[src/core/rct_consts.vh]
// constants for the reset cause and start-up timeout block
`ifndef RCT_CONSTS_VH
`define RCT_CONSTS_VH

// register byte addresses
`define RCT_ADDR_PROC_STATUS 8'h03
`define RCT_ADDR_CAUSE_FLAGS 8'h8E
`define RCT_ADDR_IRQ_STATUS 8'hF0
`define RCT_ADDR_IRQ_MASK 8'hF1

// processor_status field positions
`define RCT_BIT_WDOG_EXPIRED 4
`define RCT_BIT_SLEEP_ENTERED 3

// reset_cause_flags field positions
`define RCT_BIT_ULP_WAKE_EN 5
`define RCT_BIT_SW_BOR_EN 4
`define RCT_BIT_POWERON 1
`define RCT_BIT_BROWNOUT 0

// reset values of the flags on power-on
`define RCT_RST_POWERON 1'b0
`define RCT_RST_BROWNOUT 1'b0
`define RCT_RST_SW_BOR_EN 1'b1
`define RCT_RST_ULP_WAKE_EN 1'b0
`define RCT_RST_WDOG_EXPIRED 1'b1
`define RCT_RST_SLEEP_ENTERED 1'b1
`define RCT_RST_PC_LOW 8'h00

// brownout_enable_sel encodings
`define RCT_BOR_SEL_OFF 2'h0
`define RCT_BOR_SEL_SW 2'h1
`define RCT_BOR_SEL_AWAKE 2'h2
`define RCT_BOR_SEL_ON 2'h3

// oscillator mode encodings
`define RCT_OSC_LP 3'h0
`define RCT_OSC_XT 3'h1
`define RCT_OSC_HS 3'h2
`define RCT_OSC_EC 3'h3
`define RCT_OSC_INT 3'h4
`define RCT_OSC_RC 3'h5

// timing: power-up timer in ms on the low-frequency oscillator in Hz
`define RCT_TPWRT_MS 64
`define RCT_LFOSC_HZ 31000
`define RCT_OST_PERIODS 1024

// interrupt event bits
`define RCT_IRQ_BITS 5
`define RCT_EV_BROWNOUT 0
`define RCT_EV_WDOG_RESET 1
`define RCT_EV_WDOG_WAKE 2
`define RCT_EV_PIN_RESET 3
`define RCT_EV_STARTUP_DONE 4

`endif

[src/core/rct_top.v]
// reset cause flags, start-up delay sequencing and reset-state loading
//
// How it works
// RQ1: cause register holds power-on and brown-out bits naming the last reset.
// RQ2: brown-out bit undefined after power-on, cleared by each brown-out.
// RQ3: software sets brown-out bit after power-on, reads zero as brown-out.
// RQ4: with brown-out detection off the brown-out bit carries no meaning.
// RQ5: power-on bit cleared by power-on reset, kept through all other resets.
// RQ6: software writes one to power-on bit after each power-on reset.
// RQ7: crystal modes add 1024 clock periods after power-up timer and on wake; the code skips this for a low-power crystal fed from the timer1 oscillator.
// RQ8: pin reset while running leaves all four cause flags unchanged.
// RQ9: pin reset in sleep sets watchdog flag, clears sleep flag, keeps others.
// RQ10: power-on and brown-out set watchdog and sleep flags, clear own bit.
// RQ11: watchdog reset clears watchdog flag; watchdog wake clears both flags.
// RQ12: cause register bits 5,4,1,0; 01qq on power-on/brown-out, 0uuu else.
// RQ13: resets load pc low byte zero and clear ports; wake adds one.
// RQ14: software mode lets the software enable bit switch the detector.
// RQ15: power-up timer holds reset 64 ms on low-frequency oscillator ticks.
// RQ16: power-up timer runs when its disable input is low, skipped when high.
// RQ17: cause flags change only on resets, wakes, sleep and watchdog-clear commands or software writes.
// RQ18: new brown-out during the delay restarts it, reset held throughout.
`timescale 1ns/10ps
`include "rct_consts.vh"
module rct_top #(
	parameter PWRT_TICKS = `RCT_TPWRT_MS * `RCT_LFOSC_HZ / 1000,
	parameter OST_TICKS = `RCT_OST_PERIODS
) (
	// clock and power-on reset
	input wire clk_i,
	input wire rst_i,
	// register port
	input wire [7:0] addr_i,
	input wire [7:0] wdata_i,
	input wire wr_i,
	input wire rd_i,
	output reg [7:0] rdata_o,
	// configuration
	input wire [1:0] brownout_enable_sel_i,
	input wire powerup_delay_disable_i,
	input wire [2:0] osc_mode_i,
	input wire timer1_osc_input_i,
	// time bases
	input wire lf_tick_i,
	input wire osc_tick_i,
	// reset and wake sources
	input wire brownout_below_i,
	input wire external_reset_pin_n_i,
	input wire watchdog_timeout_i,
	input wire wake_irq_i,
	// processor requests
	input wire sleep_cmd_i,
	input wire watchdog_clear_i,
	input wire [7:0] pc_low_i,
	// reset and processor control
	output reg chip_reset_o,
	output reg reset_state_load_o,
	output reg pc_load_o,
	output reg [7:0] pc_low_byte_o,
	output reg brownout_detect_en_o,
	output reg ultra_low_power_wake_en_o,
	// interrupt
	output reg irq_o
);

localparam [2:0] ST_BOOT = 3'h0;
localparam [2:0] ST_BOR = 3'h1;
localparam [2:0] ST_PWRT = 3'h2;
localparam [2:0] ST_OST = 3'h3;
localparam [2:0] ST_RUN = 3'h4;
localparam [2:0] ST_SLEEP = 3'h5;
localparam [2:0] ST_WAKE = 3'h6;
localparam [2:0] ST_PIN = 3'h7;
localparam [10:0] PWRT_CNT = PWRT_TICKS[10:0];
localparam [10:0] OST_CNT = OST_TICKS[10:0];
localparam NI = `RCT_IRQ_BITS;

reg [2:0] state;
reg poweron_flag;
reg brownout_flag;
reg software_brownout_enable;
reg watchdog_expired_flag;
reg sleep_entered_flag;
reg pwrt_start;
reg ost_start;
reg [NI-1:0] events;
wire pwrt_done;
wire ost_done;
wire [NI-1:0] irq_status;
wire [NI-1:0] irq_mask;
wire irq_line;
wire crystal;
wire ost_need;
wire pwrt_en;
wire pin_low;
wire brownout_active;
wire wr_cause;
wire wr_irq_status;
wire wr_irq_mask;
reg next_bor_en;

// the pin is active low and already synchronous
assign pin_low = ~external_reset_pin_n_i;
assign pwrt_en = ~powerup_delay_disable_i; // see RQ16
assign crystal = (osc_mode_i == `RCT_OSC_LP) || (osc_mode_i == `RCT_OSC_XT) ||
	(osc_mode_i == `RCT_OSC_HS);
// a low-power crystal fed from the timer1 oscillator needs no start-up wait
assign ost_need = crystal &&
	!((osc_mode_i == `RCT_OSC_LP) && timer1_osc_input_i); // see RQ7
assign brownout_active = brownout_below_i & brownout_detect_en_o;
assign wr_cause = wr_i && (addr_i == `RCT_ADDR_CAUSE_FLAGS);
assign wr_irq_status = wr_i && (addr_i == `RCT_ADDR_IRQ_STATUS);
assign wr_irq_mask = wr_i && (addr_i == `RCT_ADDR_IRQ_MASK);

// power-up timer on the low-frequency oscillator
rct_delay_cnt #(
	.W(11),
	.COUNT(PWRT_CNT)
) u_pwrt (
	.clk_i(clk_i),
	.rst_i(rst_i),
	.start_i(pwrt_start),
	.tick_i(lf_tick_i),
	.busy_o(),
	.done_o(pwrt_done)
); // see RQ15

// oscillator start-up wait counted in oscillator periods
rct_delay_cnt #(
	.W(11),
	.COUNT(OST_CNT)
) u_ost (
	.clk_i(clk_i),
	.rst_i(rst_i),
	.start_i(ost_start),
	.tick_i(osc_tick_i),
	.busy_o(),
	.done_o(ost_done)
);

rct_irq #(
	.N(NI)
) u_irq (
	.clk_i(clk_i),
	.rst_i(rst_i),
	.set_i(events),
	.wr_status_i(wr_irq_status),
	.wr_mask_i(wr_irq_mask),
	.wdata_i(wdata_i[NI-1:0]),
	.status_o(irq_status),
	.mask_o(irq_mask),
	.irq_o(irq_line)
);

// detector enable; in the awake-only mode sleep turns it off to save power
always @*
begin
	case (brownout_enable_sel_i)
		`RCT_BOR_SEL_OFF: next_bor_en = 1'b0; // see RQ4
		`RCT_BOR_SEL_SW: next_bor_en = software_brownout_enable; // see RQ14
		`RCT_BOR_SEL_AWAKE:
			next_bor_en = (state != ST_SLEEP) && (state != ST_WAKE);
		default: next_bor_en = 1'b1;
	endcase
end

always @(posedge clk_i)
begin
	if (rst_i)
	begin
		// power-on reset itself
		state <= ST_BOOT;
		poweron_flag <= `RCT_RST_POWERON; // see RQ5
		brownout_flag <= `RCT_RST_BROWNOUT; // see RQ2
		software_brownout_enable <= `RCT_RST_SW_BOR_EN; // see RQ12
		ultra_low_power_wake_en_o <= `RCT_RST_ULP_WAKE_EN;
		watchdog_expired_flag <= `RCT_RST_WDOG_EXPIRED; // see RQ10
		sleep_entered_flag <= `RCT_RST_SLEEP_ENTERED;
		pwrt_start <= 1'b0;
		ost_start <= 1'b0;
		events <= {NI{1'b0}};
		chip_reset_o <= 1'b1;
		reset_state_load_o <= 1'b1; // see RQ13
		pc_load_o <= 1'b1;
		pc_low_byte_o <= `RCT_RST_PC_LOW;
		brownout_detect_en_o <= 1'b0;
		irq_o <= 1'b0;
	end
	else
	begin
		pwrt_start <= 1'b0;
		ost_start <= 1'b0;
		events <= {NI{1'b0}};
		reset_state_load_o <= 1'b0;
		pc_load_o <= 1'b0;
		brownout_detect_en_o <= next_bor_en;
		irq_o <= irq_line;
		chip_reset_o <= (state == ST_BOOT) || (state == ST_BOR) ||
			(state == ST_PWRT) || (state == ST_OST) || (state == ST_PIN);
		// software writes first so that a hardware event below overrides them
		if (wr_cause) // see RQ17
		begin
			ultra_low_power_wake_en_o <= wdata_i[`RCT_BIT_ULP_WAKE_EN];
			software_brownout_enable <= wdata_i[`RCT_BIT_SW_BOR_EN];
			poweron_flag <= wdata_i[`RCT_BIT_POWERON]; // see RQ6
			brownout_flag <= wdata_i[`RCT_BIT_BROWNOUT]; // see RQ3
		end
		if (brownout_active)
		begin
			// held for as long as the supply is low, delays start afresh
			state <= ST_BOR; // see RQ18
			brownout_flag <= 1'b0; // see RQ2
			watchdog_expired_flag <= 1'b1; // see RQ10
			sleep_entered_flag <= 1'b1;
			software_brownout_enable <= 1'b1; // see RQ12
			ultra_low_power_wake_en_o <= 1'b0;
			if (state != ST_BOR)
			begin
				events[`RCT_EV_BROWNOUT] <= 1'b1;
				reset_state_load_o <= 1'b1; // see RQ13
				pc_load_o <= 1'b1;
				pc_low_byte_o <= `RCT_RST_PC_LOW;
			end
		end
		else
		begin
			case (state)
				ST_BOR: state <= ST_BOOT;
				ST_BOOT:
				begin
					if (pwrt_en)
					begin
						pwrt_start <= 1'b1;
						state <= ST_PWRT;
					end
					else if (ost_need)
					begin
						ost_start <= 1'b1; // see RQ7
						state <= ST_OST;
					end
					else
					begin
						events[`RCT_EV_STARTUP_DONE] <= 1'b1;
						state <= pin_low ? ST_PIN : ST_RUN;
					end
				end
				ST_PWRT:
				begin
					if (pwrt_done && ost_need)
					begin
						ost_start <= 1'b1; // see RQ7
						state <= ST_OST;
					end
					else if (pwrt_done)
					begin
						events[`RCT_EV_STARTUP_DONE] <= 1'b1;
						state <= pin_low ? ST_PIN : ST_RUN;
					end
				end
				ST_OST:
				begin
					if (ost_done)
					begin
						events[`RCT_EV_STARTUP_DONE] <= 1'b1;
						state <= pin_low ? ST_PIN : ST_RUN;
					end
				end
				ST_RUN:
				begin
					if (pin_low)
					begin
						// cause flags stay as they are
						state <= ST_PIN; // see RQ8
						events[`RCT_EV_PIN_RESET] <= 1'b1;
						ultra_low_power_wake_en_o <= 1'b0; // see RQ12
						reset_state_load_o <= 1'b1; // see RQ13
						pc_load_o <= 1'b1;
						pc_low_byte_o <= `RCT_RST_PC_LOW;
					end
					else if (watchdog_timeout_i)
					begin
						// sleep flag kept; reset is a one-cycle load
						watchdog_expired_flag <= 1'b0; // see RQ11
						events[`RCT_EV_WDOG_RESET] <= 1'b1;
						ultra_low_power_wake_en_o <= 1'b0; // see RQ12
						reset_state_load_o <= 1'b1; // see RQ13
						pc_load_o <= 1'b1;
						pc_low_byte_o <= `RCT_RST_PC_LOW;
					end
					else if (sleep_cmd_i)
					begin
						watchdog_expired_flag <= 1'b1;
						sleep_entered_flag <= 1'b0;
						state <= ST_SLEEP;
					end
					else if (watchdog_clear_i)
					begin
						watchdog_expired_flag <= 1'b1;
						sleep_entered_flag <= 1'b1;
					end
				end
				ST_SLEEP:
				begin
					if (pin_low)
					begin
						watchdog_expired_flag <= 1'b1; // see RQ9
						sleep_entered_flag <= 1'b0;
						state <= ST_PIN;
						events[`RCT_EV_PIN_RESET] <= 1'b1;
						ultra_low_power_wake_en_o <= 1'b0; // see RQ12
						reset_state_load_o <= 1'b1; // see RQ13
						pc_load_o <= 1'b1;
						pc_low_byte_o <= `RCT_RST_PC_LOW;
					end
					else if (watchdog_timeout_i || wake_irq_i)
					begin
						if (watchdog_timeout_i)
						begin
							watchdog_expired_flag <= 1'b0; // see RQ11
							sleep_entered_flag <= 1'b0;
							events[`RCT_EV_WDOG_WAKE] <= 1'b1;
						end
						// wake keeps registers and resumes at the next word
						if (ost_need)
						begin
							ost_start <= 1'b1; // see RQ7
							state <= ST_WAKE;
						end
						else
						begin
							pc_load_o <= 1'b1; // see RQ13
							pc_low_byte_o <= pc_low_i + 8'h01;
							state <= ST_RUN;
						end
					end
				end
				ST_WAKE:
				begin
					if (ost_done)
					begin
						pc_load_o <= 1'b1; // see RQ13
						pc_low_byte_o <= pc_low_i + 8'h01;
						state <= ST_RUN;
					end
				end
				ST_PIN:
				begin
					// delays already expired, so release runs at once
					if (!pin_low)
						state <= ST_RUN;
				end
				default: state <= ST_BOOT;
			endcase
		end
	end
end

// read data one cycle after the strobe; unmapped addresses read zero
always @(posedge clk_i)
begin
	if (rst_i)
		rdata_o <= 8'h00;
	else if (rd_i)
	begin
		rdata_o <= 8'h00;
		case (addr_i)
			`RCT_ADDR_PROC_STATUS:
			begin
				rdata_o[`RCT_BIT_WDOG_EXPIRED] <= watchdog_expired_flag;
				rdata_o[`RCT_BIT_SLEEP_ENTERED] <= sleep_entered_flag;
			end
			`RCT_ADDR_CAUSE_FLAGS:
			begin
				// see RQ1
				rdata_o[`RCT_BIT_ULP_WAKE_EN] <= ultra_low_power_wake_en_o;
				rdata_o[`RCT_BIT_SW_BOR_EN] <= software_brownout_enable;
				rdata_o[`RCT_BIT_POWERON] <= poweron_flag;
				rdata_o[`RCT_BIT_BROWNOUT] <= brownout_flag;
			end
			`RCT_ADDR_IRQ_STATUS: rdata_o[NI-1:0] <= irq_status;
			`RCT_ADDR_IRQ_MASK: rdata_o[NI-1:0] <= irq_mask;
			default: rdata_o <= 8'h00;
		endcase
	end
	else
		rdata_o <= 8'h00;
end

endmodule // rct_top

[src/core/rct_delay_cnt.v]
// tick counter for the start-up delays, restartable at any time
`timescale 1ns/10ps
module rct_delay_cnt #(
	parameter W = 11,
	parameter [W-1:0] COUNT = 11'h400
) (
	// clock and reset
	input wire clk_i,
	input wire rst_i,
	// control
	input wire start_i,
	input wire tick_i,
	// status
	output reg busy_o,
	output reg done_o
);

reg [W-1:0] cnt;

always @(posedge clk_i)
begin
	if (rst_i)
	begin
		cnt <= {W{1'b0}};
		busy_o <= 1'b0;
		done_o <= 1'b0;
	end
	else
	begin
		done_o <= 1'b0;
		if (start_i)
		begin
			// a restart throws away any count already made
			cnt <= {W{1'b0}};
			busy_o <= 1'b1;
		end
		else if (busy_o && tick_i)
		begin
			if (cnt == COUNT - {{(W-1){1'b0}}, 1'b1})
			begin
				busy_o <= 1'b0;
				done_o <= 1'b1;
			end
			else
				cnt <= cnt + {{(W-1){1'b0}}, 1'b1};
		end
	end
end

endmodule // rct_delay_cnt

[src/core/rct_irq.v]
// sticky event status, mask and level interrupt
`timescale 1ns/10ps
module rct_irq #(
	parameter N = 5
) (
	// clock and reset
	input wire clk_i,
	input wire rst_i,
	// events
	input wire [N-1:0] set_i,
	// software access
	input wire wr_status_i,
	input wire wr_mask_i,
	input wire [N-1:0] wdata_i,
	// state
	output reg [N-1:0] status_o,
	output reg [N-1:0] mask_o,
	output reg irq_o
);

reg [N-1:0] next_status;

always @*
begin
	next_status = status_o;
	if (wr_status_i)
		next_status = next_status & ~wdata_i;
	// an event in the clearing cycle survives the clear
	next_status = next_status | set_i;
end

always @(posedge clk_i)
begin
	if (rst_i)
	begin
		status_o <= {N{1'b0}};
		mask_o <= {N{1'b0}};
		irq_o <= 1'b0;
	end
	else
	begin
		status_o <= next_status;
		if (wr_mask_i)
			mask_o <= wdata_i;
		irq_o <= |(next_status & (wr_mask_i ? wdata_i : mask_o));
	end
end

endmodule // rct_irq

[config.mk]
export PLATFORM = sky130hd
export DESIGN_NAME = rct_top
export DESIGN_NICKNAME = d
export VERILOG_FILES = /design/src/core/rct_top.v /design/src/core/rct_delay_cnt.v /design/src/core/rct_irq.v
export VERILOG_INCLUDE_DIRS = /design/src /design/src/core
export SDC_FILE = /design/constraint.sdc
export NUM_CORES = 1
export LEC_CHECK = 0
export CORE_MARGIN = 2
export CORE_UTILIZATION = 55
export DETAILED_ROUTE_END_ITERATION = 7
export DONT_BUFFER_PORTS = 1
export GPL_TIMING_DRIVEN = 0
export PLACE_DENSITY_LB_ADDON = 0.12
export SYNTH_ARGS = -nofsm -noshare
export SYNTH_HDL_FRONTEND = slang
export SYNTH_SLANG_ARGS = --single-unit
[constraint.sdc]
create_clock -name clk_i -period 2.9 [get_ports clk_i]
set_input_delay 0 -clock clk_i [delete_from_list [all_inputs] [get_ports clk_i]]
set_output_delay 0 -clock clk_i [all_outputs]
set_load 0.02 [all_outputs]
Word level (Yosys, flattened, before mapping) --
Cells that the tools add are included.
Storage, ports and cells: bits in latches 0, word-level logic and storage cells 226, memories kept 0, output and inout port bits 22, ROM bits 0, memory bits (writable) 0, bits in registers 74
Operators by class: bitwise gates (word level) 18, equal/unequal tests 42, order comparisons 0, multiply operators 0, $add $sub $neg 3, divide/modulo/power cells 0, shift-type cells 0, reductions and logical operators 49, muxes and demuxes 81
Operator list (count):
- $mux 8 | 8
- $mux 1 | 43
- $mux 3 | 12
- $eq 8x8->1 const B | 3
- $ne 3x3->1 const B | 8
- $ne 4x4->1 const B | 6
- $pmux 3 s8 | 1
- $pmux 8 s3 | 1
- $add 11x1->11 const B | 2
- $pmux 1 s3 | 5
- $reduce_or 3->1 | 5
- $reduce_and 7->1 | 2
- $not 1->1 | 13
- $eq 3x3->1 const B | 4
- $reduce_and 6->1 | 2
- $reduce_or 2->1 | 6
- $eq 11x10->1 const B | 1
- $eq 11x11->1 const B | 1
- $and 5x5->5 | 2
- $mux 5 | 2
- $pmux 1 s2 | 5
- $reduce_bool 2->1 | 5
- $reduce_or 5->1 | 2
- $eq 3x2->1 const B | 3
- other kinds (25) | 51

Longest topological paths before layout --
Gate-level depths: netlist (run 1).
depth after elaboration 9, gate-level depth with buffers 7

Hierarchy --
Synthesis (run 1) repeated with hierarchy kept, for this count alone.
Second synthesis, totals: cell total of the unflattened synthesis 400, area, all modules 3485.8 µm²
Modules (own cells, without submodules):
- rct_top | cells an instance 220, sequential area each 700.7 µm², times used 1, area an instance 1860.5 µm²
- rct_delay_cnt (u_pwrt) | cells an instance 68, sequential area each 260.2 µm², times used 1, area an instance 624.3 µm²
- rct_delay_cnt (u_ost) | cells an instance 69, sequential area each 260.2 µm², times used 1, area an instance 601.8 µm²
- rct_irq | cells an instance 43, sequential area each 220.2 µm², times used 1, area an instance 399.1 µm²

Least setup slack after synthesis (run 1) --
OpenSTA, ideal clock, no wires.
kind register -> register, start point reg u_pwrt.cnt[0], end point reg u_pwrt.cnt[10], clock period less this slack 1592 ps, arrival 1521 ps, setup slack 1308 ps, cell stages (with the launch flop) 6, setup time 71 ps, path through dfxtp_1 -> ha_1 -> nand2_1 -> or4_4 -> or3_1 -> a21oi_1
On the way: longest elaborated chain between the ends 3, elaborated cells on any way between the ends 4, those cells by class add/sub: 1; eq/ne: 1; bitwise: 1; reduce/logical: 1
Ends and longest elaborated chain:
- start: declaration | line rct_delay_cnt.v:18 | reg [W-1:0] cnt;
- start signal: assignment | line rct_delay_cnt.v:24 | cnt <= {W{1'b0}};
- start signal: assignment | line rct_delay_cnt.v:34 | cnt <= {W{1'b0}};
- start signal: assignment | line rct_delay_cnt.v:45 | cnt <= cnt + {{(W-1){1'b0}}, 1'b1};
- branches (longest 3 deep; another with $add 11x1->11)
Several ways; the timed one is not identified. A chain may end at the register's enable or synchronous reset.

Final worst setup path (run 1) --
start point reg state[1], end point reg pc_low_byte_o[0]
On the way: longest elaborated chain between the ends 3, elaborated cells on any way between the ends 13, those cells by class eq/ne: 9; mux: 2; reduce/logical: 2
Ends and longest elaborated chain:
- start: declaration | line rct_top.v:77 | reg [2:0] state;
- start signal: assignment | line rct_top.v:243 | state <= pin_low ? ST_PIN : ST_RUN;
- start signal: assignment | line rct_top.v:256 | state <= pin_low ? ST_PIN : ST_RUN;
- start signal: assignment | line rct_top.v:264 | state <= pin_low ? ST_PIN : ST_RUN;
- $eq 3x3->1 / $ne 3x1->1 (equally long branches) | line rct_top.v:226, rct_top.v:216
- $ne 4x4->1 (no line), or another cell as far along
- $reduce_and 6->1 (no line) / $mux 8 (equally long branches)
- end signal: assignment | line rct_top.v:221 | pc_low_byte_o <= `RCT_RST_PC_LOW;
- end signal: assignment | line rct_top.v:277 | pc_low_byte_o <= `RCT_RST_PC_LOW;
- end signal: assignment | line rct_top.v:287 | pc_low_byte_o <= `RCT_RST_PC_LOW;
- end: declaration | line rct_top.v:58 | output reg [7:0] pc_low_byte_o,
Several ways; a longest one is shown, not always the timed one.

==> flow_summary.toml, run 1 <==
[sta]
maxSlewHeadroom = 0.534
clock-skew-final_ns = 0.00682
timing.fmax_mhz = 404
final-hold-violation-count = 0
drv_slew = 0
whs_ns = 0.0214
setup_viol = 0
tightest_slew_ns = 0.697
fin_crit_sh = 0.854
setup_tns_ns = 0
post-route-min-period_ns = 2.48
rsz0062_at_grt = "false"

[setup_path]
cp-end-kind = "register"
reg2reg_to = "pc_low_byte_o[0]$_SDFFE_PP0P_"
path_cells = "buf_4, clkbuf_1, nand2_1, a21boi_1, nand3b_1, a21oi_1, dlygate4sd3_1"
critical_path_class = "reg2reg"
cp_data_arrival_time_ns = 2.76
startpoint_type = "register"
crit_required_ns = 3.18
cp_slowest_stage_delay_ns = 0.59
r2r-start = "state[1]$_SDFFE_PP0P_"
r2r_setup_slack_ns = 0.42
slowest_stage = "a21boi_1"
r2r_cells = 7
cp-startpoint = "state[1]$_SDFFE_PP0P_"
cp_max_fo = 10

[finish]
layout.cells.non_filler = 529
final_layout_size_suffix_gt1_frac = 0.0771
area_delta_synth_final_pct = 16.4
nNetsFinal = 498
final_util = 0.668
num-fill-cells = 514
num_antenna_cells = 0

[placement]
routabilityCongestion = 0.913
place_hpwl_um = 5470
dp_cells = 487
port-buffer-count = 0

[yosys]
synth_cells = 411
yosysSeqAreaShare = 0.419
synth_cell_type_count = 59
async_flop_share = 0
synth_ff_type = "dfxtp_1"
syn_area_per_cell_um2 = 8.37
yosysWarnings = 0
syn_area_um2 = 3440
ys_ff_latch = 72
synth-edff-count = 0

[worst_hold_path]
min-delay-start = "addr_i[4]"
hold_depth = 3
min_path_type = "in2reg"
min_to = "rdata_o[4]$_SDFF_PP0_"

[clocking]
h-tree-depth = 3
cts_setup_buffers = 0
cts_max_path_buffers = 2
clockRootBuffer = "clkbuf_8"
tritoncts = "built"
clk_latency_ns = 0.34
clk_pin_slew_ns = 0.07
cts_buffers = 9
clock_sinks = 72

[global_routing]
grt_max_degree = 11
overflow = 0
antenna_found_initial = 0
gr-usage-all-layers = 0.243
grt_pass1_vias = 3057
grt_pass1_wl_um = 13700

[power]
vdd.ir_drop.worst_mv = 0.517
leakagePower_nw = 1.43
p_per_area_nw_per_um2 = 613

[die]
die_y_um = 83.1
row_count = 28
pin_count = 65
core-area_um2 = 5990
start_util = 0.574
die_w_um = 83.1
die_area_um2 = 6900

[flow_run]
cap_violations = 0

[routing]
routedWlPerCell_um = 15.5
firstDrtPassIters = 5
wl_um = 8210
vias = 3175
drt_iter0_drc = 268
ant_nets = 0
post_drt_via_cell_ratio = 6.00
drc_errors = 0

[run_status]
status = "finished, final reports clean"
[timing repair]
item,CTS,global route
hold buffers,29,0
gates resized for setup,0,0
endpoints found under the hold margin,45,0
[Yosys cell counts (all sizes together), types with 2 or more instances]
cell / instances / area (um^2)
a311oi: 2 / 17.5
a21oi: 29 / 145
xnor2: 15 / 131
dfxtp: 72 / 1440
mux2: 3 / 33.8
o311ai: 3 / 26.3
a31oi: 4 / 25.0
and2: 3 / 18.8
a22oi: 2 / 15.0
xor2: 6 / 52.6
nor2b: 7 / 43.8
mux2i: 14 / 140
clkbuf: 9 / 33.8
ha: 3 / 37.5
o221ai: 2 / 17.5
or2: 4 / 25.0
and3: 3 / 18.8
a21boi: 2 / 15.0
nor4b: 2 / 17.5
nand2: 35 / 131
nor3: 12 / 60.1
o21ai: 14 / 70.1
or3: 4 / 26.3
nand2b: 7 / 43.8
nand3: 31 / 170
buf: 9 / 53.8
o31a: 2 / 18.8
and4b: 2 / 20.0
nand4: 5 / 31.3
nor4: 6 / 37.5
a211oi: 4 / 30.0
inv: 13 / 48.8
nor3b: 5 / 37.5
nand3b: 3 / 22.5
nor2: 51 / 191
o211ai: 3 / 22.5
o22ai: 5 / 31.3
[cells in the final DEF, fill, tap and decap left out, types with 6 or more instances in the layout]
cell type / synthesis / final
clkbuf_1: 9 / 11
nand3_1: 28 / 28
nor4_1: 6 / 6
xor2_1: 6 / 6
xnor2_1: 15 / 15
mux2i_1: 14 / 14
nand2b_1: 7 / 7
dlygate4sd3_1: 0 / 29
nand2_1: 35 / 35
o21ai_0: 14 / 14
nor3_1: 12 / 12
nor2_1: 51 / 51
a21oi_1: 29 / 29
clkbuf_8: 0 / 10
nor2b_1: 7 / 7
inv_1: 13 / 13
dfxtp_1: 72 / 72
[report_power, final]
part	internal [mW]	switching, mW	total, mW
Combinational	0.235	0.376	0.611
Sequential	1.04	0.0530	1.10
Clock	0.408	0.336	0.743
[area by class of cell]
type | instances | area, um^2 | area share
well taps | 75 | 93.8 | 0.0234
clock buffers | 12 | 145 | 0.0363
flip-flops and latches | 72 | 1440 | 0.360
clock inverters | 1 | 30.0 | 0.00750
inverters | 14 | 52.6 | 0.0131
multi-input cells | 308 | 1860 | 0.465
repair buffers | 29 | 290 | 0.0725
plain buffers | 18 | 87.6 | 0.0219
[per-stage QoR]
| step | setup slack, ns | area (um^2) | total power [mW] |
|---|---|---|---|
| 3_3_place_gp | 1.05 | 3540 | 1.67 |
| 4_1_cts | 0.526 | 4000 | 2.45 |
| 2_1_floorplan | 1.31 | 3440 | 1.55 |
| 6_report | 0.423 | 4000 | 2.45 |
| 5_1_grt | 0.285 | 4000 | 2.57 |
| 3_5_place_dp | 1.04 | 3540 | 1.68 |
[worst max path at each step]
stage	endpoint	slack, ns
global route	pc_low_byte_o[0]$_SDFFE_PP0P_	0.29
floorplan	u_pwrt.cnt[10]$_SDFFE_PP0P_	1.31
CTS	pc_low_byte_o[0]$_SDFFE_PP0P_	0.53
global placement	pc_low_byte_o[2]$_SDFFE_PP0P_	1.05
finish	pc_low_byte_o[0]$_SDFFE_PP0P_	0.42
detailed placement	pc_low_byte_o[3]$_SDFFE_PP0P_	1.04
[registers in the layout, summed over array words and instances, names as in the netlist, 3 cells and up]
| name | count |
|---|---|
| events | 5 |
| pc_low_byte_o | 8 |
| rdata_o | 6 |
| state | 3 |
| u_irq.mask_o | 5 |
| u_irq.status_o | 5 |
| u_ost.cnt | 11 |
| u_pwrt.cnt | 11 |
[per-layer routing]
metal / vias up / global-route usage / part of all wire
li1: 1537 / - / -
met1: 1493 / 0.300 / 0.44
met2: 122 / 0.388 / 0.47
met3: 23 / 0.0765 / 0.062
met4: 0 / 0.107 / 0.023
met5: - / 0 / 0
[worst max-delay path, delay by kind of cell (launching register included)]
family / cells / cell delay [ns]
buf+inv: 3 / 1.11
simple gates: 2 / 0.25
compound gates: 2 / 0.74
flops: 1 / 0.31
[logic make-up after synthesis]
| kind of cell | after synthesis | share of synthesized area |
|---|---|---|
| compound gates | 78 | 0.144 |
| simple gates | 187 | 0.280 |
| mux | 17 | 0.0506 |
| xor+xnor | 21 | 0.0535 |
| buf+inv | 32 | 0.0407 |
| flops | 72 | 0.419 |
| other cells | 1 | 0.00109 |
| fa+ha+maj | 3 | 0.0109 |
No activity file was read; power rests on OpenSTA's default activity.
==> run 2, diff against run 1 <==
Settings changed: CORE_MARGIN 2 to 4, PLACE_DENSITY from default to 0.7, PLACE_DENSITY_LB_ADDON 0.12 to default.
==> run 2 against run 1 <==
Compared with the run above: first-iteration DRC count shrank 49%; highest routed layer unchanged; count of clock-buffer cells in the layout grew 1; maximum frequency grew 19%; largest power group unchanged; utilization grew 0.23 points; combinational power is essentially flat; clock skew grew 0.0015 ns; via count shrank 2.1%; register-to-register slack gained 0.39 ns.
==> flow_summary.toml, run 2 (synthesized netlist as in run 1, its figures left out) <==
[finish]
final_layout_size_suffix_gt1_frac = 0.0833
final_util = 0.670
num_antenna_cells = 0
nNetsFinal = 497
mostFrequentLayoutCells = "dfxtp_1 (72), nor2_1 (51), nand2_1 (35), a21oi_1 (29)"
layout_commonest_cell = "dfxtp_1"
top_regs = "u_ost.cnt (11), u_pwrt.cnt (11), pc_low_byte_o (8)"
num-fill-cells = 505
area_delta_synth_final_pct = 16.8

[flow_run]
cap_violations = 0

[die]
pin_count = 65
core-area_um2 = 5990
die_y_um = 87.1
start_util = 0.574
die_area_um2 = 7580
row_count = 28
die_w_um = 87.1

[global_routing]
grt_pass1_vias = 3100
gr-usage-all-layers = 0.233
overflow = 0
grt_pass1_wl_um = 14200
antenna_found_initial = 0
grt_max_degree = 12

[power]
vdd.ir_drop.worst_mv = 0.476
total_power_mw = 2.51
p_per_area_nw_per_um2 = 625
leakagePower_nw = 1.44

[routing]
ant_nets = 0
wl_um = 8220
drt_iter0_drc = 137
routedWlPerCell_um = 15.5
firstDrtPassIters = 4
vias = 3109
post_drt_via_cell_ratio = 5.85
drc_errors = 0

[placement]
post-place-ws_ns = 1.05
place_hpwl_um = 5800
routabilityCongestion = 0.888
port-buffer-count = 0

[setup_path]
path_cells = "buf_4, buf_2, buf_1, nand2_1, a21oi_1, o21ai_0, nand2_1, dlygate4sd3_1"
crit_required_ns = 3.19
cp-startpoint = "state[0]$_SDFFE_PP0P_"
path_common_cell = "nand2_1"
cp_data_arrival_time_ns = 2.37
slowest_stage = "dlygate4sd3_1"
cp-end-kind = "register"
r2r_cells = 8
cp_max_fo = 10
startpoint_type = "register"
cp_slowest_stage_delay_ns = 0.55
reg2reg_to = "watchdog_expired_flag$_SDFFE_PP1P_"
r2r_setup_slack_ns = 0.81
critical_path_class = "reg2reg"
r2r-start = "state[0]$_SDFFE_PP0P_"

[worst_hold_path]
min_path_type = "in2reg"
min-delay-start = "powerup_delay_disable_i"
hold_depth = 3
min_to = "state[1]$_SDFFE_PP0P_"

[clocking]
cts_buffers = 9
clockRootBuffer = "clkbuf_8"
clk_pin_slew_ns = 0.08
tritoncts = "built"
hold_buffers = 28
cts.repair.resized = 0
cts_setup_buffers = 0
h-tree-depth = 3
clk_latency_ns = 0.34
clock_sinks = 72
cts_max_path_buffers = 2

[sta]
timing.fmax_mhz = 479
final-hold-violation-count = 0
maxSlewHeadroom = 0.533
post-route-min-period_ns = 2.09
setup_viol = 0
tightest_slew_ns = 0.699
setup_slack_ns = 0.813
drv_slew = 0
setup_tns_ns = 0
fin_crit_sh = 0.720
whs_ns = 0.0225
clock-skew-final_ns = 0.00833
rsz0062_at_grt = "false"

[run_status]
status = "finished, final reports clean"
-- run 2: routing by layer --
layer  global-route usage  wire [um]  up-vias
li1                     -          -     1545
met1                0.302       3610     1457
met2                0.375       3960       89
met3               0.0397        431       18
met4                0.112        215        0
met5                    0          0        -
-- run 2: metrics by stage --
step                cells  cell area (um^2)
floorplan             412              3440
global placement      487              3540
detailed placement    487              3540
CTS                   531              4020
global route          531              4020
finish                531              4020
-- run 2: power breakdown --
group / switching, mW / internal (mW)
clock network: 0.359 / 0.443
logic: 0.379 / 0.234
registers: 0.0522 / 1.04
total: 0.790 / 1.72
-- run 2: worst max-delay path: cells and delay by family (launching register included) --
kind,cells,cell delay (ns)
compound gates,2,0.22
flops,1,0.31
buf+inv,4,1.32
simple gates,2,0.18
-- run 2: worst max path at each step --
stage | endpoint | depth (start not counted)
after floorplan | u_pwrt.cnt[10]$_SDFFE_PP0P_ | 5
after global placement | pc_low_byte_o[2]$_SDFFE_PP0P_ | 6
after detailed placement | pc_low_byte_o[2]$_SDFFE_PP0P_ | 6
after CTS | watchdog_expired_flag$_SDFFE_PP1P_ | 8
after global routing | watchdog_expired_flag$_SDFFE_PP1P_ | 8
final | watchdog_expired_flag$_SDFFE_PP1P_ | 8
-- run 2: final cells by class --
type                       count  area, um^2  area share
buffer                        18        87.6      0.0218
clock buffer                  13         159      0.0396
clock inverter                 3        40.0     0.00997
inverter                      14        52.6      0.0131
multi-input combinational    308        1860       0.464
sequential                    72        1440       0.359
tap                           75        93.8      0.0234
timing repair buffer          28         280      0.0698
==> run 3, diff against run 2 <==
Clock period 2.9 ns to 2 ns, I/O delays scaled along.
==> run 3 against run 2 <==
Compared with the run above: critical path depth shrank 2; sequential power grew 45%; maximum frequency grew 16%; cell count is the same; worst hold slack lost 0.0013 ns.
==> flow_summary.toml, run 3 (synthesized netlist as in run 1, its figures left out) <==
[sta]
setup_viol = 0
timing.fmax_mhz = 555
final-hold-violation-count = 0
maxSlewHeadroom = 0.591
rsz0062_at_grt = "false"
setup_slack_ns = 0.198
setup_tns_ns = 0
clock-skew-final_ns = 0.00663
post-route-min-period_ns = 1.80
fin_crit_sh = 0.901
tightest_slew_ns = 0.614
drv_slew = 0

[power]
vdd.ir_drop.worst_mv = 0.679
p_per_area_nw_per_um2 = 903
total_power_mw = 3.64
leakagePower_nw = 1.44

[clocking]
clk_latency_ns = 0.34
clock_sinks = 72
cts_buffers = 9
clockRootBuffer = "clkbuf_8"
cts_setup_buffers = 0
cts_max_path_buffers = 2
clk_pin_slew_ns = 0.07
tritoncts = "built"
h-tree-depth = 3

[setup_path]
r2r-start = "state[1]$_SDFFE_PP0P_"
startpoint_type = "register"
cp-startpoint = "state[1]$_SDFFE_PP0P_"
cp_max_fo = 10
r2r_setup_slack_ns = 0.20
critical_path_class = "reg2reg"
r2r_cells = 6
cp_data_arrival_time_ns = 2.07
crit_end = "pc_low_byte_o[1]$_SDFFE_PP0P_"
crit_required_ns = 2.27
cp-end-kind = "register"
reg2reg_to = "pc_low_byte_o[1]$_SDFFE_PP0P_"

[placement]
placed_area_um2 = 3540
port-buffer-count = 0
place_hpwl_um = 5800
post-place-ws_ns = 0.150
dp_cells = 487
routabilityCongestion = 0.888

[global_routing]
grt_pass1_wl_um = 14100
grt_pass1_vias = 3093
overflow = 0
gr-usage-all-layers = 0.233
grt_max_degree = 12
antenna_found_initial = 0

[finish]
final_layout_size_suffix_gt1_frac = 0.0899
num-fill-cells = 500
area_delta_synth_final_pct = 17.1
nNetsFinal = 497
regArea_um2 = 1440
layout_commonest_cell = "dfxtp_1"
mostFrequentLayoutCells = "dfxtp_1 (72), nor2_1 (51), nand2_1 (35), a21oi_1 (29)"
layout.cells.non_filler = 531
top_regs = "u_ost.cnt (11), u_pwrt.cnt (11), pc_low_byte_o (8)"
multiInputGateArea_um2 = 1870
num_antenna_cells = 0
postLayoutCellArea_um2 = 4030

[routing]
drt_iter0_drc = 132
ant_nets = 0
wl_um = 8220
post_drt_via_cell_ratio = 5.83
vias = 3095
drc_errors = 0
firstDrtPassIters = 4
routedWlPerCell_um = 15.5

[die]
row_count = 28
start_util = 0.574
die_y_um = 87.1
core-area_um2 = 5990
die_w_um = 87.1
die_area_um2 = 7580
pin_count = 65

[run_status]
status = "finished, final reports clean"

[flow_run]
cap_violations = 0

[worst_hold_path]
min_path_type = "in2reg"
min-delay-start = "powerup_delay_disable_i"
hold_depth = 4
run 3: cell type report:
class / instances / share of cell area
Multi-Input combinational cell: 308 / 0.465
Sequential cell: 72 / 0.358
Timing Repair Buffer: 28 / 0.0696
Clock buffer: 13 / 0.0395
Tap cell: 75 / 0.0233
Buffer: 18 / 0.0221
Inverter: 14 / 0.0130
Clock inverter: 3 / 0.00994
run 3: worst max-delay path, cell delays in order, from the launching register on:
cell	delay (ns)
dfxtp_1	0.30
buf_4	0.16
and2b_2	0.29
nand3_2	0.16
o2111ai_2	0.52
nand3_1	0.14
a21oi_1	0.15
run 3: where the power goes:
group	internal, mW	switching (mW)
clock	0.642	0.519
combinational	0.343	0.544
sequential	1.51	0.0750
run 3: per-layer routing:
metal  routed length, um  up-vias  GRT usage
met5                   0        -          0
met4                 202        0      0.110
met3                 386       18     0.0378
met2                3980       82      0.375
met1                3650     1456      0.303
li1                    -     1539          -
run 3: timing repair:
item | CTS | global route
hold endpoints to repair | 44 | 0
resized for setup | 0 | 4
endpoints found under the setup margin | 0 | 10
hold buffers | 28 | 0
run 3: worst min path at each step:
stage / end / slack [ns]
after floorplan: pwrt_start$_SDFF_PP0_ / 0.08
after global placement: pwrt_start$_SDFF_PP0_ / 0.08
after detailed placement: pwrt_start$_SDFF_PP0_ / 0.09
after CTS: state[1]$_SDFFE_PP0P_ / 0.008
after global routing: rdata_o[4]$_SDFF_PP0_ / 0.03
final: state[2]$_SDFFE_PP0P_ / 0.02
run 3: stage by stage:
step | hold slack (ns) | util
global placement | 0.0832 | 0.590
CTS | 0.00751 | 0.670
floorplan | 0.0773 | -
global route | 0.0322 | 0.672
finish | 0.0212 | 0.672
detailed placement | 0.0859 | 0.590
